===== src/verilog/flcs_consts.svh =====
`ifndef FLCS_CONSTS_SVH
`define FLCS_CONSTS_SVH

// ==================================================
// clock and timing
`define FLCS_CLK_MHZ        25
`define FLCS_PROG_TIME_NS   5000
`define FLCS_ERASE_TIME_NS  9000
`define FLCS_PROG_CYC       ((`FLCS_PROG_TIME_NS * `FLCS_CLK_MHZ + 999) / 1000)
`define FLCS_ERASE_CYC      ((`FLCS_ERASE_TIME_NS * `FLCS_CLK_MHZ + 999) / 1000)
`define FLCS_CNT_W          8

// ==================================================
// fuse high byte fields and default
`define FLCS_FH_DEBUG       7
`define FLCS_FH_SPROG       5
`define FLCS_FH_EEPROM_PRESERVE_FUSE      3
`define FLCS_FH_BOOTSZ_HI   2
`define FLCS_FH_BOOTSZ_LO   1
`define FLCS_FH_RESET       8'h99
`define FLCS_FH_SPROG_MASK  8'h20

// ==================================================
// fuse low byte default and lock byte
`define FLCS_FL_RESET       8'he1
`define FLCS_LOCK_RESET     8'hff
`define FLCS_LK_BOOT_UPPER  5
`define FLCS_LK_BOOT_LOWER  4
`define FLCS_LK_MEM_FIRST   0

// ==================================================
// boot section start word addresses per boot size code
`define FLCS_BOOT_START_0   14'h3000
`define FLCS_BOOT_START_1   14'h3800
`define FLCS_BOOT_START_2   14'h3c00
`define FLCS_BOOT_START_3   14'h3e00

// ==================================================
// page geometry
`define FLCS_PC_MSB         13
`define FLCS_PC_PAGE_LSB    6
`define FLCS_PC_WORD_MSB    5
`define FLCS_EE_MSB         9
`define FLCS_EE_PAGE_LSB    2
`define FLCS_EE_BYTE_MSB    1

// ==================================================
// action select and command codes
`define FLCS_XA_ADDR        2'h0
`define FLCS_XA_DATA        2'h1
`define FLCS_XA_CMD         2'h2
`define FLCS_CMD_ERASE      8'h80
`define FLCS_CMD_WR_FUSE    8'h40
`define FLCS_CMD_WR_LOCK    8'h20
`define FLCS_CMD_WR_FLASH   8'h10
`define FLCS_CMD_WR_EE      8'h11
`define FLCS_CMD_RD_SIG     8'h08
`define FLCS_CMD_RD_FUSE    8'h04
`define FLCS_CMD_RD_FLASH   8'h02
`define FLCS_CMD_RD_EE      8'h03

// ==================================================
// read values and pin vector layout
`define FLCS_BLOCKED_DATA   16'hffff
`define FLCS_PAD_BYTE       8'hff
`define FLCS_SIG_LAST       2'h2
`define FLCS_PIN_W          16
`define FLCS_P_MODE         0
`define FLCS_P_SERIAL       1
`define FLCS_P_STROBE       2
`define FLCS_P_XA_HI        3
`define FLCS_P_XA_LO        4
`define FLCS_P_BS1          5
`define FLCS_P_WR_N         6
`define FLCS_P_OE_N         7
`define FLCS_P_DATA_LSB     8
`define FLCS_P_DATA_MSB     15

`endif


===== src/verilog/flcs_pkg.sv =====
`include "flcs_consts.svh"

package flcs_pkg;

   // ==================================================
   // programmer engine state
   typedef enum logic [0:0] {
      flcs_st_idle = 1'b0,
      flcs_st_busy = 1'b1
   } flcs_pst_t;

   // ==================================================
   // pin synchroniser state
   typedef struct packed {
      logic [`FLCS_PIN_W-1:0] s1;
      logic [`FLCS_PIN_W-1:0] s2;
      logic [`FLCS_PIN_W-1:0] s3;
   } flcs_sync_t;

   // ==================================================
   // main block state
   typedef struct packed {
      flcs_pst_t              pst;
      logic [`FLCS_CNT_W-1:0] cnt;
      logic [7:0]             cmd;
      logic [7:0]             addr_lo;
      logic [7:0]             addr_hi;
      logic [7:0]             data_lo;
      logic [7:0]             data_hi;
      logic [7:0]             nv_fh;
      logic [7:0]             nv_fl;
      logic [7:0]             lock;
      logic [7:0]             lat_fh;
      logic [7:0]             lat_fl;
      logic                   pm_d;
      logic                   cap_pend;
      logic [7:0]             osc_cal;
      logic [7:0]             rd_data;
      logic                   rd_oe;
      logic                   store_ok;
      logic                   store_ref;
      logic                   load_done;
      logic [15:0]            load_data;
      logic                   irq_sup;
      logic [7:0]             fl_page;
      logic [5:0]             fl_word;
      logic [7:0]             ee_page;
      logic [1:0]             ee_byte;
      logic                   eeprom_preserve_fuse;
   } flcs_state_t;

endpackage : flcs_pkg


===== src/verilog/flcs_pin_sync.sv =====
`include "flcs_consts.svh"

module flcs_pin_sync
   import flcs_pkg::*;
(
   // clock and reset
   input  wire logic                   clock_in,
   input  wire logic                   rst_in,
   // raw pins
   input  wire logic [`FLCS_PIN_W-1:0] pins_in,
   // synchronised levels and edges
   output logic      [`FLCS_PIN_W-1:0] level_out,
   output logic      [`FLCS_PIN_W-1:0] rise_out,
   output logic      [`FLCS_PIN_W-1:0] fall_out
);

   // reset to the idle pin levels so that no false strobe edge follows reset
   localparam logic [`FLCS_PIN_W-1:0] PIN_IDLE =
      `FLCS_PIN_W'((1 << `FLCS_P_WR_N) | (1 << `FLCS_P_OE_N));

   flcs_sync_t r_ff;
   flcs_sync_t nxt_r;

   // ==================================================
   // two stages, then a third for edge detection
   always_comb begin
      nxt_r    = r_ff;
      nxt_r.s1 = pins_in;
      nxt_r.s2 = r_ff.s1;
      nxt_r.s3 = r_ff.s2;
   end

   always_ff @(posedge clock_in) begin
      if (rst_in) begin
         r_ff <= '{s1: PIN_IDLE, s2: PIN_IDLE, s3: PIN_IDLE};
      end else begin
         r_ff <= nxt_r;
      end
   end

   assign level_out = r_ff.s2;
   assign rise_out  = r_ff.s2 & ~r_ff.s3;
   assign fall_out  = ~r_ff.s2 & r_ff.s3;

endmodule : flcs_pin_sync


===== src/verilog/flcs_fuse_lock_store.sv =====
// Notes on behaviour
// - both boot lock bits unprogrammed: stores and loads to boot section unrestricted
// - boot lock mode 2: every store into the boot section is refused
// - mode 3: boot stores refused, application code cannot load boot section
// - mode 4: boot stores allowed, application code cannot load boot section
// - modes 3 and 4 with vectors in application: no interrupts inside boot
// - fuse and lock bits read 0 when programmed, 1 when unprogrammed
// - high fuse byte layout and defaults: debug, jtag, serial, osc, eeprom, boot
// - low fuse byte layout and defaults: brown-out, start-up, clock source
// - serial-programming fuse cannot be changed while in serial programming mode
// - programmed debug fuse keeps clock parts running in all sleep modes
// - chip erase leaves both fuse bytes unchanged
// - fuse writes refused once the first memory lock bit is programmed
// - fuses latched on programming entry; changes act after programming mode exits
// - eeprom preserve fuse acts immediately once programmed
// - fuses also latched at power-up in normal mode
// - three signature bytes at addresses 0 to 2, readable even when locked
// - four calibration bytes in high byte of signature addresses 0 to 3
// - reset loads the 1 MHz calibration byte into the oscillator calibration register
// - flash: 256 pages of 64 words, page pc 13:6, word pc 5:0
// - eeprom: 256 pages of 4 bytes, page address 9:2, byte address 1:0
// - strobe pulse loads per action select; write/read strobes run loaded command
// - action select: 00 address, 01 data, 10 command, 11 idle; byte select
// - command byte encodings for erase, writes and reads
// - ready/busy low during an operation, high when a command can be accepted
`include "flcs_consts.svh"

module flcs_fuse_lock_store
   import flcs_pkg::*;
#(
   parameter logic [7:0] SIG_B0   = 8'h5a, // arbitrary value
   parameter logic [7:0] SIG_B1   = 8'h3c, // arbitrary value
   parameter logic [7:0] SIG_B2   = 8'h01, // arbitrary value
   parameter logic [7:0] CAL_1MHZ = 8'h80,
   parameter logic [7:0] CAL_2MHZ = 8'h80,
   parameter logic [7:0] CAL_4MHZ = 8'h80,
   parameter logic [7:0] CAL_8MHZ = 8'h80
) (
   // clock and reset
   input  wire logic        clock_in,
   input  wire logic        rst_in,
   // core program memory access
   input  wire logic        core_store_req_in,
   input  wire logic        core_load_req_in,
   input  wire logic [13:0] core_addr_in,
   input  wire logic [13:0] core_pc_in,
   input  wire logic [15:0] mem_rdata_in,
   input  wire logic        vectors_in_app_in,
   output logic             store_grant_out,
   output logic             store_refused_out,
   output logic             load_done_out,
   output logic      [15:0] load_data_out,
   output logic             irq_suppress_out,
   // page geometry
   input  wire logic [9:0]  core_ee_addr_in,
   output logic      [7:0]  flash_page_out,
   output logic      [5:0]  flash_word_out,
   output logic      [7:0]  ee_page_out,
   output logic      [1:0]  ee_byte_out,
   // working fuse values and oscillator calibration
   output logic      [7:0]  fuse_high_config_byte_out,
   output logic      [7:0]  fuse_low_config_byte_out,
   output logic             eeprom_preserve_out,
   output logic             debug_clock_keep_out,
   input  wire logic        osc_cal_wr_in,
   input  wire logic [7:0]  osc_cal_wdata_in,
   output logic      [7:0]  osc_calibration_register_out,
   // parallel programmer pins
   input  wire logic        prog_mode_in,
   input  wire logic        serial_mode_in,
   input  wire logic        load_strobe_pin_in,
   input  wire logic        action_select_hi_in,
   input  wire logic        action_select_lo_in,
   input  wire logic        byte_select_first_in,
   input  wire logic        wr_n_in,
   input  wire logic        oe_n_in,
   input  wire logic [7:0]  prog_data_in,
   output logic      [7:0]  prog_data_out,
   output logic             prog_data_oe_out,
   output logic             ready_busy_out
);

   localparam flcs_state_t ST_RESET = '{
      pst:      flcs_st_idle,
      nv_fh:    `FLCS_FH_RESET,
      nv_fl:    `FLCS_FL_RESET,
      lock:     `FLCS_LOCK_RESET,
      lat_fh:   `FLCS_FH_RESET,
      lat_fl:   `FLCS_FL_RESET,
      cap_pend: 1'b1,
      osc_cal:  CAL_1MHZ,
      eeprom_preserve_fuse:   1'b1,
      default:  '0
   };
   localparam logic [`FLCS_CNT_W-1:0] PROG_CNT  = `FLCS_CNT_W'(`FLCS_PROG_CYC - 1);
   localparam logic [`FLCS_CNT_W-1:0] ERASE_CNT = `FLCS_CNT_W'(`FLCS_ERASE_CYC - 1);

   flcs_state_t             r_ff;
   flcs_state_t             nxt_r;
   logic [`FLCS_PIN_W-1:0]  pin_lvl;
   logic [`FLCS_PIN_W-1:0]  pin_rise;
   logic [`FLCS_PIN_W-1:0]  pin_fall;
   logic [13:0]             boot_start;
   logic                    tgt_boot;
   logic                    pc_boot;
   logic                    store_block;
   logic                    load_block;
   logic                    pm;
   logic [7:0]              pdata;
   logic                    bs1;
   logic                    wr_go;

   // ==================================================
   // programmer pin synchroniser
   flcs_pin_sync u_sync (
      .clock_in  (clock_in),
      .rst_in    (rst_in),
      .pins_in   ({prog_data_in, oe_n_in, wr_n_in, byte_select_first_in,
                   action_select_lo_in, action_select_hi_in, load_strobe_pin_in,
                   serial_mode_in, prog_mode_in}),
      .level_out (pin_lvl),
      .rise_out  (pin_rise),
      .fall_out  (pin_fall)
   );

   assign pm    = pin_lvl[`FLCS_P_MODE];
   assign pdata = pin_lvl[`FLCS_P_DATA_MSB:`FLCS_P_DATA_LSB];
   assign bs1   = pin_lvl[`FLCS_P_BS1];
   assign wr_go = pm & pin_fall[`FLCS_P_WR_N] & (r_ff.pst == flcs_st_idle);

   // ==================================================
   // boot section bounds and lock decisions
   always_comb begin
      unique case (r_ff.lat_fh[`FLCS_FH_BOOTSZ_HI:`FLCS_FH_BOOTSZ_LO])
         2'h0: boot_start = `FLCS_BOOT_START_0;
         2'h1: boot_start = `FLCS_BOOT_START_1;
         2'h2: boot_start = `FLCS_BOOT_START_2;
         2'h3: boot_start = `FLCS_BOOT_START_3;
      endcase
   end

   assign tgt_boot    = core_addr_in >= boot_start;
   assign pc_boot     = core_pc_in >= boot_start;
   assign store_block = tgt_boot & ~r_ff.lock[`FLCS_LK_BOOT_LOWER];
   assign load_block  = tgt_boot & ~pc_boot & ~r_ff.lock[`FLCS_LK_BOOT_UPPER];

   // ==================================================
   // next state
   always_comb begin
      nxt_r           = r_ff;
      nxt_r.store_ok  = 1'b0;
      nxt_r.store_ref = 1'b0;
      nxt_r.load_done = 1'b0;
      // core accesses
      if (core_store_req_in) begin
         nxt_r.store_ok  = ~store_block;
         nxt_r.store_ref = store_block;
      end
      if (core_load_req_in) begin
         nxt_r.load_done = 1'b1;
         nxt_r.load_data = load_block ? `FLCS_BLOCKED_DATA : mem_rdata_in;
      end
      nxt_r.irq_sup = ~r_ff.lock[`FLCS_LK_BOOT_UPPER] & vectors_in_app_in & pc_boot;
      // geometry
      nxt_r.fl_page = core_addr_in[`FLCS_PC_MSB:`FLCS_PC_PAGE_LSB];
      nxt_r.fl_word = core_addr_in[`FLCS_PC_WORD_MSB:0];
      nxt_r.ee_page = core_ee_addr_in[`FLCS_EE_MSB:`FLCS_EE_PAGE_LSB];
      nxt_r.ee_byte = core_ee_addr_in[`FLCS_EE_BYTE_MSB:0];
      // fuse working latches
      nxt_r.pm_d = pm;
      if ((pm != r_ff.pm_d) || r_ff.cap_pend) begin
         nxt_r.lat_fh   = r_ff.nv_fh;
         nxt_r.lat_fl   = r_ff.nv_fl;
         nxt_r.cap_pend = 1'b0;
      end
      nxt_r.eeprom_preserve_fuse = r_ff.lat_fh[`FLCS_FH_EEPROM_PRESERVE_FUSE] & r_ff.nv_fh[`FLCS_FH_EEPROM_PRESERVE_FUSE];
      if (osc_cal_wr_in) begin
         nxt_r.osc_cal = osc_cal_wdata_in;
      end
      // loads from the strobe pin
      if (pm && pin_rise[`FLCS_P_STROBE]) begin
         unique case ({pin_lvl[`FLCS_P_XA_HI], pin_lvl[`FLCS_P_XA_LO]})
            `FLCS_XA_ADDR: begin
               if (bs1) begin
                  nxt_r.addr_hi = pdata;
               end else begin
                  nxt_r.addr_lo = pdata;
               end
            end
            `FLCS_XA_DATA: begin
               if (bs1) begin
                  nxt_r.data_hi = pdata;
               end else begin
                  nxt_r.data_lo = pdata;
               end
            end
            `FLCS_XA_CMD: nxt_r.cmd = pdata;
            default: ;
         endcase
      end
      // busy countdown
      if (r_ff.pst == flcs_st_busy) begin
         if (r_ff.cnt == '0) begin
            nxt_r.pst = flcs_st_idle;
         end else begin
            nxt_r.cnt = r_ff.cnt - 1'b1;
         end
      end
      // write strobe runs the loaded command
      if (wr_go) begin
         nxt_r.cnt = PROG_CNT;
         unique case (r_ff.cmd)
            `FLCS_CMD_ERASE: begin
               nxt_r.lock = `FLCS_LOCK_RESET;
               nxt_r.cnt  = ERASE_CNT;
               nxt_r.pst  = flcs_st_busy;
            end
            `FLCS_CMD_WR_FUSE: begin
               if (r_ff.lock[`FLCS_LK_MEM_FIRST]) begin
                  nxt_r.pst = flcs_st_busy;
                  if (bs1) begin
                     nxt_r.nv_fh = pin_lvl[`FLCS_P_SERIAL]
                        ? (r_ff.data_lo & ~`FLCS_FH_SPROG_MASK)
                          | (r_ff.nv_fh & `FLCS_FH_SPROG_MASK)
                        : r_ff.data_lo;
                  end else begin
                     nxt_r.nv_fl = r_ff.data_lo;
                  end
               end
            end
            `FLCS_CMD_WR_LOCK: begin
               nxt_r.lock = r_ff.lock & r_ff.data_lo;
               nxt_r.pst  = flcs_st_busy;
            end
            `FLCS_CMD_WR_FLASH, `FLCS_CMD_WR_EE: nxt_r.pst = flcs_st_busy;
            default: ;
         endcase
      end
      // read strobe
      nxt_r.rd_oe   = pm & ~pin_lvl[`FLCS_P_OE_N];
      nxt_r.rd_data = `FLCS_PAD_BYTE;
      if (nxt_r.rd_oe) begin
         unique case (r_ff.cmd)
            `FLCS_CMD_RD_SIG: begin
               if (bs1) begin
                  unique case (r_ff.addr_lo[1:0])
                     2'h0: nxt_r.rd_data = CAL_1MHZ;
                     2'h1: nxt_r.rd_data = CAL_2MHZ;
                     2'h2: nxt_r.rd_data = CAL_4MHZ;
                     2'h3: nxt_r.rd_data = CAL_8MHZ;
                  endcase
               end else if (r_ff.addr_lo <= 8'(`FLCS_SIG_LAST)) begin
                  unique case (r_ff.addr_lo[1:0])
                     2'h0: nxt_r.rd_data = SIG_B0;
                     2'h1: nxt_r.rd_data = SIG_B1;
                     default: nxt_r.rd_data = SIG_B2;
                  endcase
               end
            end
            `FLCS_CMD_RD_FUSE: begin
               if (r_ff.addr_lo[0]) begin
                  nxt_r.rd_data = r_ff.lock;
               end else begin
                  nxt_r.rd_data = bs1 ? r_ff.nv_fh : r_ff.nv_fl;
               end
            end
            default: ;
         endcase
      end
   end

   always_ff @(posedge clock_in) begin
      if (rst_in) begin
         r_ff <= ST_RESET;
      end else begin
         r_ff <= nxt_r;
      end
   end

   // ==================================================
   // outputs
   assign store_grant_out              = r_ff.store_ok;
   assign store_refused_out            = r_ff.store_ref;
   assign load_done_out                = r_ff.load_done;
   assign load_data_out                = r_ff.load_data;
   assign irq_suppress_out             = r_ff.irq_sup;
   assign flash_page_out               = r_ff.fl_page;
   assign flash_word_out               = r_ff.fl_word;
   assign ee_page_out                  = r_ff.ee_page;
   assign ee_byte_out                  = r_ff.ee_byte;
   assign fuse_high_config_byte_out    = r_ff.lat_fh;
   assign fuse_low_config_byte_out     = r_ff.lat_fl;
   assign eeprom_preserve_out          = ~r_ff.eeprom_preserve_fuse;
   assign debug_clock_keep_out         = ~r_ff.lat_fh[`FLCS_FH_DEBUG];
   assign osc_calibration_register_out = r_ff.osc_cal;
   assign prog_data_out                = r_ff.rd_data;
   assign prog_data_oe_out             = r_ff.rd_oe;
   assign ready_busy_out               = (r_ff.pst == flcs_st_idle);
endmodule : flcs_fuse_lock_store


===== config.mk =====
export PLATFORM = sky130hd
export DESIGN_NAME = flcs_fuse_lock_store
export DESIGN_NICKNAME = d
export VERILOG_FILES = /design/src/verilog/flcs_pkg.sv /design/src/verilog/flcs_pin_sync.sv /design/src/verilog/flcs_fuse_lock_store.sv
export VERILOG_INCLUDE_DIRS = /design/src /design/src/verilog
export SDC_FILE = /design/constraint.sdc
export NUM_CORES = 1
export LEC_CHECK = 0
export BUFFER_PORTS_ARGS = -buffer_cell sky130_fd_sc_hd__buf_2
export CAP_MARGIN = 20
export CELL_PAD_IN_SITES_DETAIL_PLACEMENT = 0
export CELL_PAD_IN_SITES_GLOBAL_PLACEMENT = 1
export CORE_MARGIN = 3
export CORE_UTILIZATION = 40
export DETAILED_ROUTE_END_ITERATION = 7
export PLACE_DENSITY = 0.86
export REMOVE_ABC_BUFFERS = 1
export SLEW_MARGIN = 20
export SYNTH_ARGS = -nofsm -noshare
export SYNTH_HDL_FRONTEND = slang
export SYNTH_SLANG_ARGS = --single-unit
export TNS_END_PERCENT = 50

===== constraint.sdc =====
create_clock -name clock_in -period 2.9 [get_ports clock_in]
set_input_delay 0.145 -clock clock_in [delete_from_list [all_inputs] [get_ports clock_in]]
set_output_delay 0.145 -clock clock_in [all_outputs]
set_load 0.005 [all_outputs]

Word-level counts from Yosys, hierarchy flattened --
Index checks and enable logic that the tools add are counted.
Storage, ports and cells: logic and storage cells 112, memories kept 0, memory bits (writable) 0, input bits 84, flip-flop bits (word level) 176, latch bits 0, output and inout port bits 80, bits in read-only memories 0
Operators by class: add/sub/neg operators 1, order comparisons 3, multiplexer cells 20, divide/modulo/power cells 0, reduce and logical (&&, ||, !) cells 18, multipliers 0, bitwise logic cells 25, shift operators 0, eq/ne operators 17
Operator list (number):
- two-way mux 8 bit | 9
- case mux 14 bit (4 select lines) | 1
- case mux 8 bit (2 select lines) | 2
- greater-or-equal comparator 14 bit | 2
- two-way mux 9 bit | 2
- two-way mux 17 bit | 1
- == test 8 x 5 -> 1 bit, second input constant | 2
- two-way mux 16 bit | 1
- case mux 7 bit (2 select lines) | 1
- == test 2 bit, second input constant | 5
- NOT 1 bit | 10
- bitwise AND 1 bit | 9
- bitwise AND 8 bit | 1
- == test 8 x 3 -> 1 bit, second input constant | 1
- == test 8 x 4 -> 1 bit, second input constant | 1
- == test 8 x 6 -> 1 bit, second input constant | 1
- == test 8 x 7 -> 1 bit, second input constant | 1
- == test 8 bit, second input constant | 1
- <= comparator 8 x 2 -> 1 bit, second input constant | 1
- logical NOT 8 bit | 1
- OR 8 x 6 -> 8 bit | 1
- AND reduction 4 bit | 2
- OR reduction 4 bit | 2
- subtractor 8 x 1 -> 8 bit, second input constant | 1
- other kinds (16) | 25

Depth between registers and ports, before layout --
Gate-level depths: netlist of run 1.
depth in word-level cells 8, gate-level depth with buffers 8, depth with buffers taken out 7

By module --
A second synthesis of run 1 with hierarchy kept.
Unflattened totals: cells, all modules 807, area, all modules 7592.3 um^2
By module, submodules not included:
- flcs_fuse_lock_store | instances 1, cells an instance 658, sequential area each 2742.6 um^2, area an instance 5970.7 um^2
- flcs_pin_sync | instances 1, cells an instance 149, sequential area each 960.9 um^2, area an instance 1621.6 um^2

Least setup slack after synthesis of run 1 --
Ideal clock, no wire load.
path type reg-to-reg, start point register r_ff[141] in the netlist's numbering, end point register r_ff, in the netlist prog_data_out[1], setup time 0.132 ns, buffers on the path 0, arrival time 1.911 ns, cell stages (with the launch flop) 6, required time 2.768 ns, period minus slack after synthesis 2.043 ns, path slack 0.857 ns, cells stage by stage dfxtp_1 or3_1 or4_1 or4b_4 nor2_1 a21oi_1
On the way: word-level cells in the longest chain between the ends 3, elaborated cells on any way between the ends 4, those cells by class eq/ne: 2; mux: 2
RTL lines:
- start: declaration | RTL line flcs_fuse_lock_store.sv:98 | flcs_state_t r_ff;
- start signal: assignment | RTL line flcs_fuse_lock_store.sv:276 | r_ff <= nxt_r;
- == test 8 x 3 -> 1 bit / == test 8 x 4 -> 1 bit (equally long branches) | RTL line flcs_fuse_lock_store.sv:243 | unique case (r_ff.cmd)
- case mux 8 bit (2 select lines) * | RTL line flcs_fuse_lock_store.sv:243
- two-way mux 8 bit * | RTL line flcs_fuse_lock_store.sv:242 | if (nxt_r.rd_oe) begin
Mark *: on every way between the ends. The rest lies on a longest branch, timed or not. A chain may end at the register's enable or synchronous reset.

Worst setup path after layout of run 1 --
start point input port core_addr_in[1], end point register r_ff, in the netlist load_data_out[0]
On the way: word-level cells in the longest chain between the ends 4
RTL lines:
- start: declaration | RTL line flcs_fuse_lock_store.sv:45 | input wire logic [13:0] core_addr_in,
- greater-or-equal comparator 14 bit | RTL line flcs_fuse_lock_store.sv:142 | assign tgt_boot = core_addr_in >= boot_start;
- bitwise AND 1 bit (2 in series) | RTL line flcs_fuse_lock_store.sv:145 | assign load_block = tgt_boot & ~pc_boot & ~r_ff.lock[`FLCS_LK_BOOT_UPPER];
- two-way mux 16 bit | RTL line flcs_fuse_lock_store.sv:161 | nxt_r.load_data = load_block ? `FLCS_BLOCKED_DATA : mem_rdata_in;
Every way passes these cells.

==> results of run 1 <==
-- metrics by stage --
stage / hold slack, ps / area (µm²) / util
after floorplan: 172.7 / 6181 / -
after global routing: 7.688 / 8587 / 0.5142
after CTS: 7.308 / 8587 / 0.5142
final: 29.13 / 8587 / 0.5142
after global placement: 332.1 / 7365 / 0.4410
after detailed placement: 334.9 / 7365 / 0.4410
-- repair_timing --
item,CTS,global route
setup buffers,0,0
hold endpoints to repair,65,0
hold buffers,64,0
-- worst min path at each step --
| stage | startpoint | endpoint | slack [ps] |
|---|---|---|---|
| after floorplan | rst_in | r_ff[62] | 170 |
| after global placement | oe_n_in | u_sync.nxt_r[23] | 330 |
| after detailed placement | oe_n_in | u_sync.nxt_r[23] | 330 |
| after CTS | mem_rdata_in[8] | load_data_out[8] | 7 |
| after global routing | mem_rdata_in[8] | load_data_out[8] | 8 |
| final | mem_rdata_in[8] | load_data_out[8] | 30 |
-- worst reg2reg max path, stage by stage (launching register included) --
cell and delay (ps):
dfxtp_1 380, nor2_1 90, ha_1 280, nand3_1 100, or4_1 550, o211ai_2 120
nand3b_4 270, a311oi_1 350
-- layer usage --
metal	track usage	up-vias	routed length, µm
li1	-	2583	-
met1	0.2053	2282	6664
met2	0.2516	136	7015
met3	0.04375	23	713
met4	0.06098	0	316
met5	0	-	0
-- cell type report --
| cell class | count | area, µm² | area share |
|---|---|---|---|
| clock buffer | 23 | 467.9 | 0.05450 |
| inverter | 30 | 112.6 | 0.01311 |
| multi-input combinational | 395 | 2648 | 0.3083 |
| clock inverter | 9 | 113.9 | 0.01326 |
| sequential | 171 | 3423 | 0.3987 |
| tap | 220 | 275.3 | 0.03206 |
| timing repair buffer | 237 | 1546 | 0.1801 |
-- registers in the layout, indices dropped and copies added, names as in the netlist --
| signal | count |
|---|---|
| u_sync.nxt_r | 16 |
| flash_word_out | 6 |
| prog_data_oe_out | 1 |
| ee_byte_out | 2 |
| ee_page_out | 8 |
| store_grant_out | 1 |
| u_sync.r_ff | 3 |
| load_done_out | 1 |
| r_ff | 59 |
| store_refused_out | 1 |
| flash_page_out | 8 |
| load_data_out | 16 |
| fuse_high_config_byte_out | 8 |
| prog_data_out | 8 |
| osc_calibration_register_out | 8 |
| fuse_low_config_byte_out | 8 |
| u_sync.level_out | 16 |
| irq_suppress_out | 1 |
-- layout by cell type (no fill, tap or decap), types with 5 or more instances in the layout --
cell and instances:
a211o_1 18, a21oi_1 19, a311oi_1 6, a311oi_2 10, buf_2 162, buf_4 10, clkbuf_16 17, dfxtp_1 171
dlygate4sd3_1 64, ha_1 7, inv_1 30, mux2i_1 55, nand2_1 29, nand3_1 8, nor2_1 78, nor2b_1 72
nor3_1 5, o21ai_0 21, or2_2 5, or4_1 6
-- kinds of logic after synthesis --
family | Yosys count | synth area share
muxes | 55 | 0.08031
and+or+nand+nor | 236 | 0.1842
DFF | 171 | 0.4994
AOI/OAI and AO/OA | 91 | 0.1009
adders and majority gates | 7 | 0.01278
xor gates and xnor gates | 6 | 0.007666
buffers and inverters | 135 | 0.1148
-- power by group through the flow --
stage	Sequential, mW	Clock, mW	Combinational (mW)
after detailed placement	2.51	0	0.305
after floorplan	2.51	0	0.111
after CTS	2.46	2.29	0.372
final	2.46	2.22	0.372
after global routing	2.47	2.38	0.414
after global placement	2.51	0	0.300
==> summary.txt, run 1 <==
Status
  • Status: finished clean

Worst setup path
  • Crit. End Element: register
  • CP max-delay cell: dlygate4sd3_1
  • Crit-path cells: dlygate4sd3_1, buf_2, or4_1, or4_1, o211ai_2, nand3b_4, a311oi_1
  • Internal reg-to-reg setup slack: 660 ps
  • Worst path buffer plus inverter count: 2
  • Crit start category: input port
  • Delay-heaviest family, CP: simple AND/OR/NAND/NOR gates
  • Worst EP arrival: 2630 ps
  • Critical path class: in -> reg
  • Slowest stage delay, CP: 540 ps
  • FF-to-FF path depth: 7
  • Crit. path cell count: 7
  • Max Fanout on Critical Path: 16
  • CP startpoint: core_addr_in[1]
  • RR Endpoint: load_data_out[0]
  • Critical R2R Launch: fuse_high_config_byte_out[2]
  • WP data required: 3220 ps
  • Most used cell, CP: or4_1
  • Crit path to: load_data_out[0]

Die
  • Io pins: 164
  • Row count: 47
  • Die W: 136.9 µm
  • Die Area: 18750 µm²
  • Core area: 16700 µm²
  • Die height: 136.9 µm
  • Starting density of the core: 0.4105

Global routing
  • Grt total ovfl: 0
  • Vias in the first global route: 4899
  • Initial antenna violation count: 0
  • GRT Resource Usage Total: 0.1584
  • Pin count of the biggest net entering global routing: 56
  • First-pass GRT wire length: between 20 and 25 mm

Yosys
  • Cell Area, Synth: approximately 7000 µm²
  • Async SR Flop Fraction: 0
  • Synth top area share: 0.4994
  • Post-Syn Instances: about 700
  • Cell with the most instances after synthesis: dfxtp_1
  • Post-synth cell types: 51
  • Post-synth top area cell: dfxtp_1
  • Post-synth EDFFs: 0
  • Top cells by area, synth: dfxtp_1, mux2i_1, buf_4, nor2b_1, nor2_1
  • Most frequent cells after synthesis: dfxtp_1, nor2_1, buf_4, nor2b_1, mux2i_1
  • Avg Inst Size Synth: 9.779 µm²
  • Yosys reg bits: 171
  • Yosys Warn Count: 0
  • Most used DFF post-synth: dfxtp_1
  • Post-synthesis sequential area ratio: 0.4994

Timing
  • Worst slew pin tran: 661.4 ps
  • Slew HR: 0.5584
  • Final setup margin: between 500 and 600 ps
  • Fmax: 433.1 MHz
  • Final Hold Violating Endpoints: 0
  • Final period util: 0.7962
  • Setup TNS: 0 ps
  • Final Skew: 9.931 ps
  • RSZ-0062 raised after global routing: false
  • Period minus WS final: roughly 2300 ps
  • Setup Viol. Count Final: 0
  • Slew Limit Fails: 0

Pwr
  • Seq pwr share: 0.487
  • Comb pwr share: 0.074
  • Overall power: 5.051 mW
  • Switch Pwr: 1.098 mW
  • Max VDD drop: about 0.00043 V
  • Internal power: slightly below 4 mW
  • Pwr dens: 588.2 nW/µm²
  • Clk pwr share: 0.440
  • Sw Share: 0.2173
  • Leak: 3.882 nW

Clock network
  • CTS resizes: 0
  • CTS Root Buffer Type: clkbuf_16
  • Sinks on the clock net: 171
  • Num CTS Buffers: 17
  • Clock Path Buffers: 2
  • CTS tree: done
  • Worst-path clk slew: 60 ps
  • H-tree depth: 4
  • Clk_lat worst skew: 420 ps

Detailed routing
  • Pre-Repair DR Iteration Count: 4
  • Drt wl/cell: 13.56 µm
  • DRT antenna net count: 0
  • Via-to-Cell Ratio: 4.630
  • Routed via count: 5024
  • Residual DRC count: 0
  • First DRT Iteration DRCs: 253
  • Routed wire length: between 10 and 15 mm

Job
  • Max-cap violations: 0

Placed design
  • Pre-CTS setup slack: approximately 670 ps
  • Port Buffers: between 150 and 200
  • Hpwl dp: between 9 and 10 mm
  • GPL Wtd Cong: a little under 0.8
  • Placed insts: 989

Min path
  • Hold path depth: 3
  • HP Class: in -> reg

Finish
  • Cell Count, Final, Fillers Out: about 1100
  • Fill count: between 1500 and 2000
  • Layout Nets: 943
  • Layout cells sized above 1: 0.2578
  • Diodes inserted: 0
  • Area grow syn2layout: 25.26%
Power figures use the tool's default switching activity.
==> inputs of run 2 (changes only) <==
Settings changed: ABC_AREA set to 1, CORE_UTILIZATION 40 to 38, PLACE_DENSITY 0.86 to 0.85.
Clock period 2.9 ns to 2.4 ns, I/O delays scaled along.
==> run 2 against run 1 <==
  * Final cell count rose by 20%
  * Clock skew fell by 1.9 ps
  * Global-route usage rose by 0.67 points
  * Non-clock buffer count did not move
  * Via count rose by 15%
==> summary.txt, run 2 <==
Clock network
  • Post-CTS setup buffer count: 0 (unchanged)
  • Clk_lat worst skew: 420 ps (about the same)
  • Hold Buf Count CTS: 66 (was 64)
  • Sinks on the clock net: 171 (unchanged)
  • Clock Path Buffers: 2 (unchanged)
  • CTS resizes: 0 (unchanged)
  • CTS Root Buffer Type: clkbuf_16 (unchanged)
  • CTS tree: done (unchanged)
  • Worst-path clk slew: 60 ps (about the same)
  • Num CTS Buffers: 17 (unchanged)
  • H-tree depth: 4 (unchanged)

Worst setup path
  • Crit. path cell count: 9 (was 7)
  • Crit path to: load_data_out[8] (was load_data_out[0])
  • Crit start category: register (was input port)
  • Worst EP arrival: 2260 ps (was 2630 ps)
  • Max Fanout on Critical Path: 16 (unchanged)
  • WP data required: 2750 ps (was 3220 ps)
  • Crit-path cells: nor2_1, ha_1, nand2_1, inv_1, nand3_1, nand2_1, a21oi_1, nand3_2, a21oi_1 (was dlygate4sd3_1, buf_2, or4_1, or4_1, o211ai_2, nand3b_4, a311oi_1)
  • Crit. End Element: register (unchanged)
  • CP startpoint: fuse_high_config_byte_out[2] (was core_addr_in[1])
  • Delay-heaviest family, CP: simple AND/OR/NAND/NOR gates (unchanged)
  • FF-to-FF path depth: 9 (was 7)
  • Critical path class: reg -> reg (was in -> reg)
  • Worst path buffer plus inverter count: 1 (was 2)
  • CP max-delay cell: dfxtp_1 (was dlygate4sd3_1)
  • Slowest stage delay, CP: 380 ps (was 540 ps)
  • RR Endpoint: load_data_out[8] (was load_data_out[0])
  • Critical R2R Launch: fuse_high_config_byte_out[2] (unchanged)
  • Internal reg-to-reg setup slack: 490 ps (was 660 ps)

Yosys
  • Cell with the most instances after synthesis: dfxtp_1 (unchanged)
  • Largest family of logic cells by synthesized area: simple AND/OR/NAND/NOR gates (unchanged)
  • Post-synthesis mux area share: 0 (was 0.08031)
  • Most frequent cells after synthesis: dfxtp_1, nor2_1, inv_1, nand2_1, o21ai_0 (was dfxtp_1, nor2_1, buf_4, nor2b_1, mux2i_1)
  • Avg Inst Size Synth: 7.651 µm² (was 9.779 µm²)
  • Xor/xnor share of the synthesized area: 0.001257 (was 0.007666)
  • Yosys reg bits: 171 (unchanged)
  • Most used DFF post-synth: dfxtp_1 (unchanged)
  • Post-Syn Instances: 911 (was 701)
  • Async SR Flop Fraction: 0 (unchanged)
  • Post-synth EDFFs: 0 (unchanged)
  • Synth Area in Compound Gates: 0.1170 (was 0.1009)
  • Post-synthesis sequential area ratio: 0.4911 (was 0.4994)
  • Adder-Cell Fraction of Synth Area: 0.01257 (was 0.01278)
  • Post-synthesis simple-gate area fraction: 0.2120 (was 0.1842)
  • Yosys Warn Count: 0 (unchanged)
  • Cell Area, Synth: 6970 µm² (was 6855 µm²)
  • Post-synth top area cell: dfxtp_1 (unchanged)
  • Synth top area share: 0.4911 (was 0.4994)
  • Post-synth cell types: 35 (was 51)
  • Top cells by area, synth: dfxtp_1, nor2_1, buf_4, inv_1, nand2_1 (was dfxtp_1, mux2i_1, buf_4, nor2b_1, nor2_1)

Timing
  • Fmax: 523.6 MHz
  • Final Skew: 8.078 ps (was 9.931 ps)
  • Setup Viol. Count Final: 0 (unchanged)
  • Final Hold Violating Endpoints: 0 (unchanged)
  • RSZ-0062 raised after global routing: false (unchanged)
  • Period minus WS final: between 1500 and 2000 ps
  • Slew HR: 0.4971 (was 0.5584)
  • Final period util: 0.7958
  • Worst slew pin tran: 754.3 ps (was 661.4 ps)
  • Setup TNS: 0 ps (unchanged)
  • Slew Limit Fails: 0 (unchanged)

Die
  • Core area: 17600 µm² (was 16700 µm²)
  • Io pins: 164 (unchanged)
  • Die W: 141.4 µm (was 136.9 µm)
  • Die height: 141.4 µm (was 136.9 µm)
  • Starting density of the core: 0.3961 (was 0.4105)
  • Die Area: 20000 µm² (was 18750 µm²)
  • Row count: 48 (was 47)

Global routing
  • Grt total ovfl: 0 (unchanged)
  • GRT Resource Usage Total: 0.1650 (was 0.1584)
  • First-pass GRT wire length: 26.57 mm (was 23.61 mm)
  • Pin count of the biggest net entering global routing: 74 (was 56)
  • Initial antenna violation count: 0 (unchanged)
  • Vias in the first global route: 5454 (was 4899)

Detailed routing
  • First DRT Iteration DRCs: 310 (was 253)
  • Routed via count: 5796 (was 5024)
  • Routed wire length: 16.29 mm (was 14.71 mm)
  • DRT antenna net count: 0 (unchanged)
  • Drt wl/cell: 12.52 µm (was 13.56 µm)
  • Via-to-Cell Ratio: 4.455 (was 4.630)
  • Residual DRC count: 0 (unchanged)
  • Pre-Repair DR Iteration Count: 7 (was 4)

Finish
  • Layout Nets: 1154 (was 943)
  • Most flops, register: r_ff (unchanged)
  • Max reg flops: 59 (unchanged)
  • Finished Cell Area: 8706 µm² (was 8587 µm²)
  • Area grow syn2layout: 24.90% (was 25.26%)
  • Most common cell after layout, fill and taps aside: dfxtp_1 (unchanged)
  • Fill count: 1749 (was 1566)
  • Final core utilization: 0.4947 (was 0.5142)
  • Commonest non-fill, non-tap cells in the layout: dfxtp_1, buf_2, nor2_1, inv_1, nand2_1 (was dfxtp_1, buf_2, nor2_1, nor2b_1, dlygate4sd3_1)
  • Layout cells sized above 1: 0.2128 (was 0.2578)
  • Diodes inserted: 0 (unchanged)

Pwr
  • Pwr dens: 712.9 nW/µm² (was 588.2 nW/µm²)
  • Overall power: 6.206 mW (was 5.051 mW)
  • Leak: 4.253 nW (was 3.882 nW)
  • Max VDD drop: 0.0004933 V (was 0.0004263 V)

Placed design
  • Placed Area: 7446 µm² (was 7365 µm²)
  • GPL Wtd Cong: 0.7853 (was 0.7913)
  • Hpwl dp: 10.74 mm (was 9.804 mm)
  • Port Buffers: 163 (unchanged)

Status
  • Status: finished clean (unchanged)

Min path
  • HP Class: in -> reg (unchanged)

Job
  • Max-cap violations: 0 (unchanged)
run 2: changes by cell type after synthesis, moves of 7 or more:
cell      delta
inv_1       +92
nand2_1     +92
nor2_1      +79
nor2b_1     -72
mux2i_1     -55
o21ai_0     +53
a21oi_1     +37
nand3_1     +33
a211o_1     -18
a311oi_2    -10
nand4_1      +9
clkbuf_1     -7
run 2: stage by stage:
stage | instances | setup slack [ps] | hold WS, ps
global placement | 1203 | 580.0 | 306.5
detailed placement | 1203 | 485.9 | 311.8
floorplan | 807 | 612.6 | 147.7
global route | 1301 | 283.3 | 32.65
finish | 1301 | 490.2 | 26.74
CTS | 1301 | 464.0 | 6.767
run 2: worst min-delay path, cell delays in order:
cell and delay [ps]:
buf_2 160, nand2_1 70, nand3_1 70
run 2: cell type report:
cell class	instances	area, µm²	area share
Clock buffer	22	484.2	0.05562
Timing Repair Buffer	237	1536	0.1765
Clock inverter	10	115.1	0.01322
Inverter	126	475.5	0.05461
Tap cell	225	281.5	0.03234
Multi-Input combinational cell	510	2390	0.2745
Sequential cell	171	3423	0.3932
run 2: worst min path at each step:
stage                       start                               to  slack [ps]  depth (start not counted)
floorplan                  rst_in                         r_ff[62]         150                          0
global placement          oe_n_in                 u_sync.nxt_r[23]         310                          2
detailed placement        wr_n_in                 u_sync.nxt_r[22]         310                          2
CTS                 osc_cal_wr_in  osc_calibration_register_out[7]           7                          3
global route        osc_cal_wr_in  osc_calibration_register_out[7]          30                          3
finish              osc_cal_wr_in  osc_calibration_register_out[7]          30                          3
run 2: kinds of logic after synthesis:
logic type	Yosys count
xor+xnor	1
fa+ha+maj	7
compound gates	149
buf+inv	230
simple gates	353
flops	171
run 2: power breakdown:
group          internal, mW  leakage, nW  switching (mW)  total (mW)
sequential             2.94         1.40          0.0418        2.98
clock                  1.64        0.300            1.10        2.74
combinational         0.241         2.55           0.241       0.482
total                  4.82         4.25            1.38        6.21
run 2: routing by layer:
layer / GRT usage / vias up / wire (µm) / part of all wire
met1: 0.2108 / 2550 / 7363 / 0.45
met2: 0.2674 / 149 / 7646 / 0.47
met5: 0 / - / 0 / 0
met3: 0.04617 / 23 / 954 / 0.059
li1: - / 3074 / - / -
met4: 0.06061 / 0 / 325 / 0.020
==> inputs of run 3 (changes only) <==
Settings changed: CORE_UTILIZATION 38 to 35, PLACE_DENSITY 0.85 to 0.83.
Clock period 2.4 ns to 1.74 ns, I/O delays scaled along.
==> run 3 against run 2 <==
  * Final cell count is 3.9% higher
  * Setup slack worse by 320 ps
  * Via count is 1.5% higher
  * Register-to-register slack worse by 320 ps
  * Combinational power is 43% higher
  * Cell area is 3.4% higher
==> summary.txt, run 3 (synthesis results as in run 2) <==
Placed design
  • Hpwl dp: 11.38 mm (was 10.74 mm)
  • GPL Wtd Cong: 0.8301 (was 0.7853)
  • Pre-CTS setup slack: 93.29 ps (was 485.9 ps)
  • Placed Area: 7640 µm² (was 7446 µm²)
  • Placed insts: 1253 (was 1203)
  • Port Buffers: 163 (unchanged)

Clock network
  • CTS Root Buffer Type: clkbuf_16 (unchanged)
  • H-tree depth: 4 (unchanged)
  • Worst-path clk slew: 60 ps (about the same)
  • CTS tree: done (unchanged)
  • Sinks on the clock net: 171 (unchanged)
  • Post-CTS setup buffer count: 0 (unchanged)
  • Clk_lat worst skew: 420 ps (about the same)
  • Clock Path Buffers: 2 (unchanged)
  • Num CTS Buffers: 17 (unchanged)

Detailed routing
  • Drt wl/cell: 12.34 µm (was 12.52 µm)
  • Via-to-Cell Ratio: 4.351 (was 4.455)
  • First DRT Iteration DRCs: 362 (was 310)
  • Residual DRC count: 0 (unchanged)
  • Pre-Repair DR Iteration Count: 6 (was 7)
  • Routed via count: 5882 (was 5796)
  • Routed wire length: 16.69 mm (was 16.29 mm)
  • DRT antenna net count: 0 (unchanged)

Worst setup path
  • WP data required: 2050 ps (was 2750 ps)
  • Delay-heaviest family, CP: simple AND/OR/NAND/NOR gates (unchanged)
  • Max Fanout on Critical Path: 12 (was 16)
  • Crit. End Element: register (unchanged)
  • CP max-delay cell: dfxtp_1 (unchanged)
  • Slowest stage delay, CP: 330 ps (was 380 ps)
  • Critical path class: reg -> reg (unchanged)
  • Crit start category: register (unchanged)
  • Most used cell, CP: nor2_1
  • Crit-path cells: nor2_1, nand2_1, nor3_1, nand2_2, o21ai_0, nor2_1 (was nor2_1, ha_1, nand2_1, inv_1, nand3_1, nand2_1, a21oi_1, nand3_2, a21oi_1)
  • Worst path buffer plus inverter count: 0 (was 1)
  • Worst EP arrival: 1880 ps (was 2260 ps)

Finish
  • Layout Nets: 1170 (was 1154)
  • Max reg flops: 59 (unchanged)
  • Area grow syn2layout: 29.13% (was 24.90%)
  • Cell Count, Final, Fillers Out: 1352 (was 1301)
  • Commonest non-fill, non-tap cells in the layout: dfxtp_1, buf_2, nor2_1, inv_1, nand2_1 (unchanged)
  • Final core utilization: 0.4702 (was 0.4947)
  • Most flops, register: r_ff (unchanged)
  • Most common cell after layout, fill and taps aside: dfxtp_1 (unchanged)
  • Diodes inserted: 0 (unchanged)
  • Finished Cell Area: 9001 µm² (was 8706 µm²)
  • Fill count: 1864 (was 1749)
  • Layout cells sized above 1: 0.2280 (was 0.2128)

Die
  • Die Area: 21640 µm² (was 20000 µm²)
  • Die height: 147.1 µm (was 141.4 µm)
  • Core area: 19140 µm² (was 17600 µm²)
  • Row count: 50 (was 48)
  • Starting density of the core: 0.3641 (was 0.3961)
  • Die W: 147.1 µm (was 141.4 µm)
  • Io pins: 164 (unchanged)

Timing
  • Period minus WS final: 1567 ps (was 1910 ps)
  • Final period util: 0.9009 (was 0.7958)
  • Setup Viol. Count Final: 0 (unchanged)
  • Final hold slack: 35.31 ps (was 26.74 ps)
  • Final Hold Violating Endpoints: 0 (unchanged)
  • Slew Limit Fails: 0 (unchanged)
  • Setup TNS: 0 ps (unchanged)
  • Final setup margin: 172.5 ps (was 490.2 ps)
  • Worst slew pin tran: 724.7 ps (was 754.3 ps)
  • Fmax: 638.0 MHz (was 523.6 MHz)
  • Final Skew: 7.836 ps (was 8.078 ps)
  • Slew HR: 0.5169 (was 0.4971)
  • RSZ-0062 raised after global routing: false (unchanged)

Min path
  • HP Class: in -> reg (unchanged)

Pwr
  • Overall power: 9.093 mW (was 6.206 mW)
  • Leak: 4.380 nW (was 4.253 nW)
  • Max VDD drop: 0.0006487 V (was 0.0004933 V)
  • Pwr dens: 1010 nW/µm² (was 712.9 nW/µm²)

Global routing
  • GRT Resource Usage Total: 0.1561 (was 0.1650)
  • Grt total ovfl: 0 (unchanged)
  • First-pass GRT wire length: 27.74 mm (was 26.57 mm)
  • Pin count of the biggest net entering global routing: 34 (was 74)
  • Vias in the first global route: 5720 (was 5454)
  • Initial antenna violation count: 1 (was 0)

Job
  • Max-cap violations: 0 (unchanged)

Status
  • Status: finished clean (unchanged)
[run 3: cell count changes in the layout (fill, tap and decap cells not counted), sizes merged]
cell,before,now
buf,171,186
bufinv,2,5
clkbuf,22,23
clkinv,9,4
dlygate4sd3,66,67
inv,125,126
[run 3: path summary, 6_finish.rpt]
kind                            depth (start not counted)                               to              from  slack, ps
worst max register to register                          6                         r_ff[97]         r_ff[137]        170
worst min register to register                          2              u_sync.level_out[9]  u_sync.nxt_r[25]        400
worst max-delay path                                    6                         r_ff[97]         r_ff[137]        170
worst min-delay path                                    3  osc_calibration_register_out[1]     osc_cal_wr_in         40
[run 3: area by class of cell]
cell class                      instances  area [µm²]  area share
Clock inverter                          9       181.4     0.02016
Tap cell                              260       325.3     0.03614
Clock buffer                           23       498.0     0.05532
Timing Repair Buffer                  253        1697      0.1885
Sequential cell                       171        3426      0.3806
Inverter                              126       475.5     0.05282
Multi-Input combinational cell        510        2399      0.2665
[run 3: metal layers]
layer / part of all wire / up-vias / global-route usage
met5: 0.00078 / - / 0
met4: 0.017 / 2 / 0.05359
met3: 0.059 / 22 / 0.04164
met2: 0.46 / 159 / 0.2535
met1: 0.46 / 2594 / 0.2016
li1: - / 3105 / -
[run 3: report_power, final]
part	total (mW)	switching (mW)	internal, mW	leakage, nW
sequential	4.10	0.0524	4.05	1.41
clock	4.30	1.55	2.75	0.334
combinational	0.690	0.339	0.351	2.64
[run 3: what timing repair did]
action                                 4_1_cts  5_1_grt
hold buffers                                67        0
gates resized for setup                      0        6
setup endpoints to repair                    0       16
endpoints found under the hold margin       67        0
[run 3: tightest hold or removal path, delay by kind of cell]
family,cells,cell delay [ps]
buffers and inverters,1,160
AO/OA/AOI/OAI,1,100
AND/OR/NAND/NOR,1,70
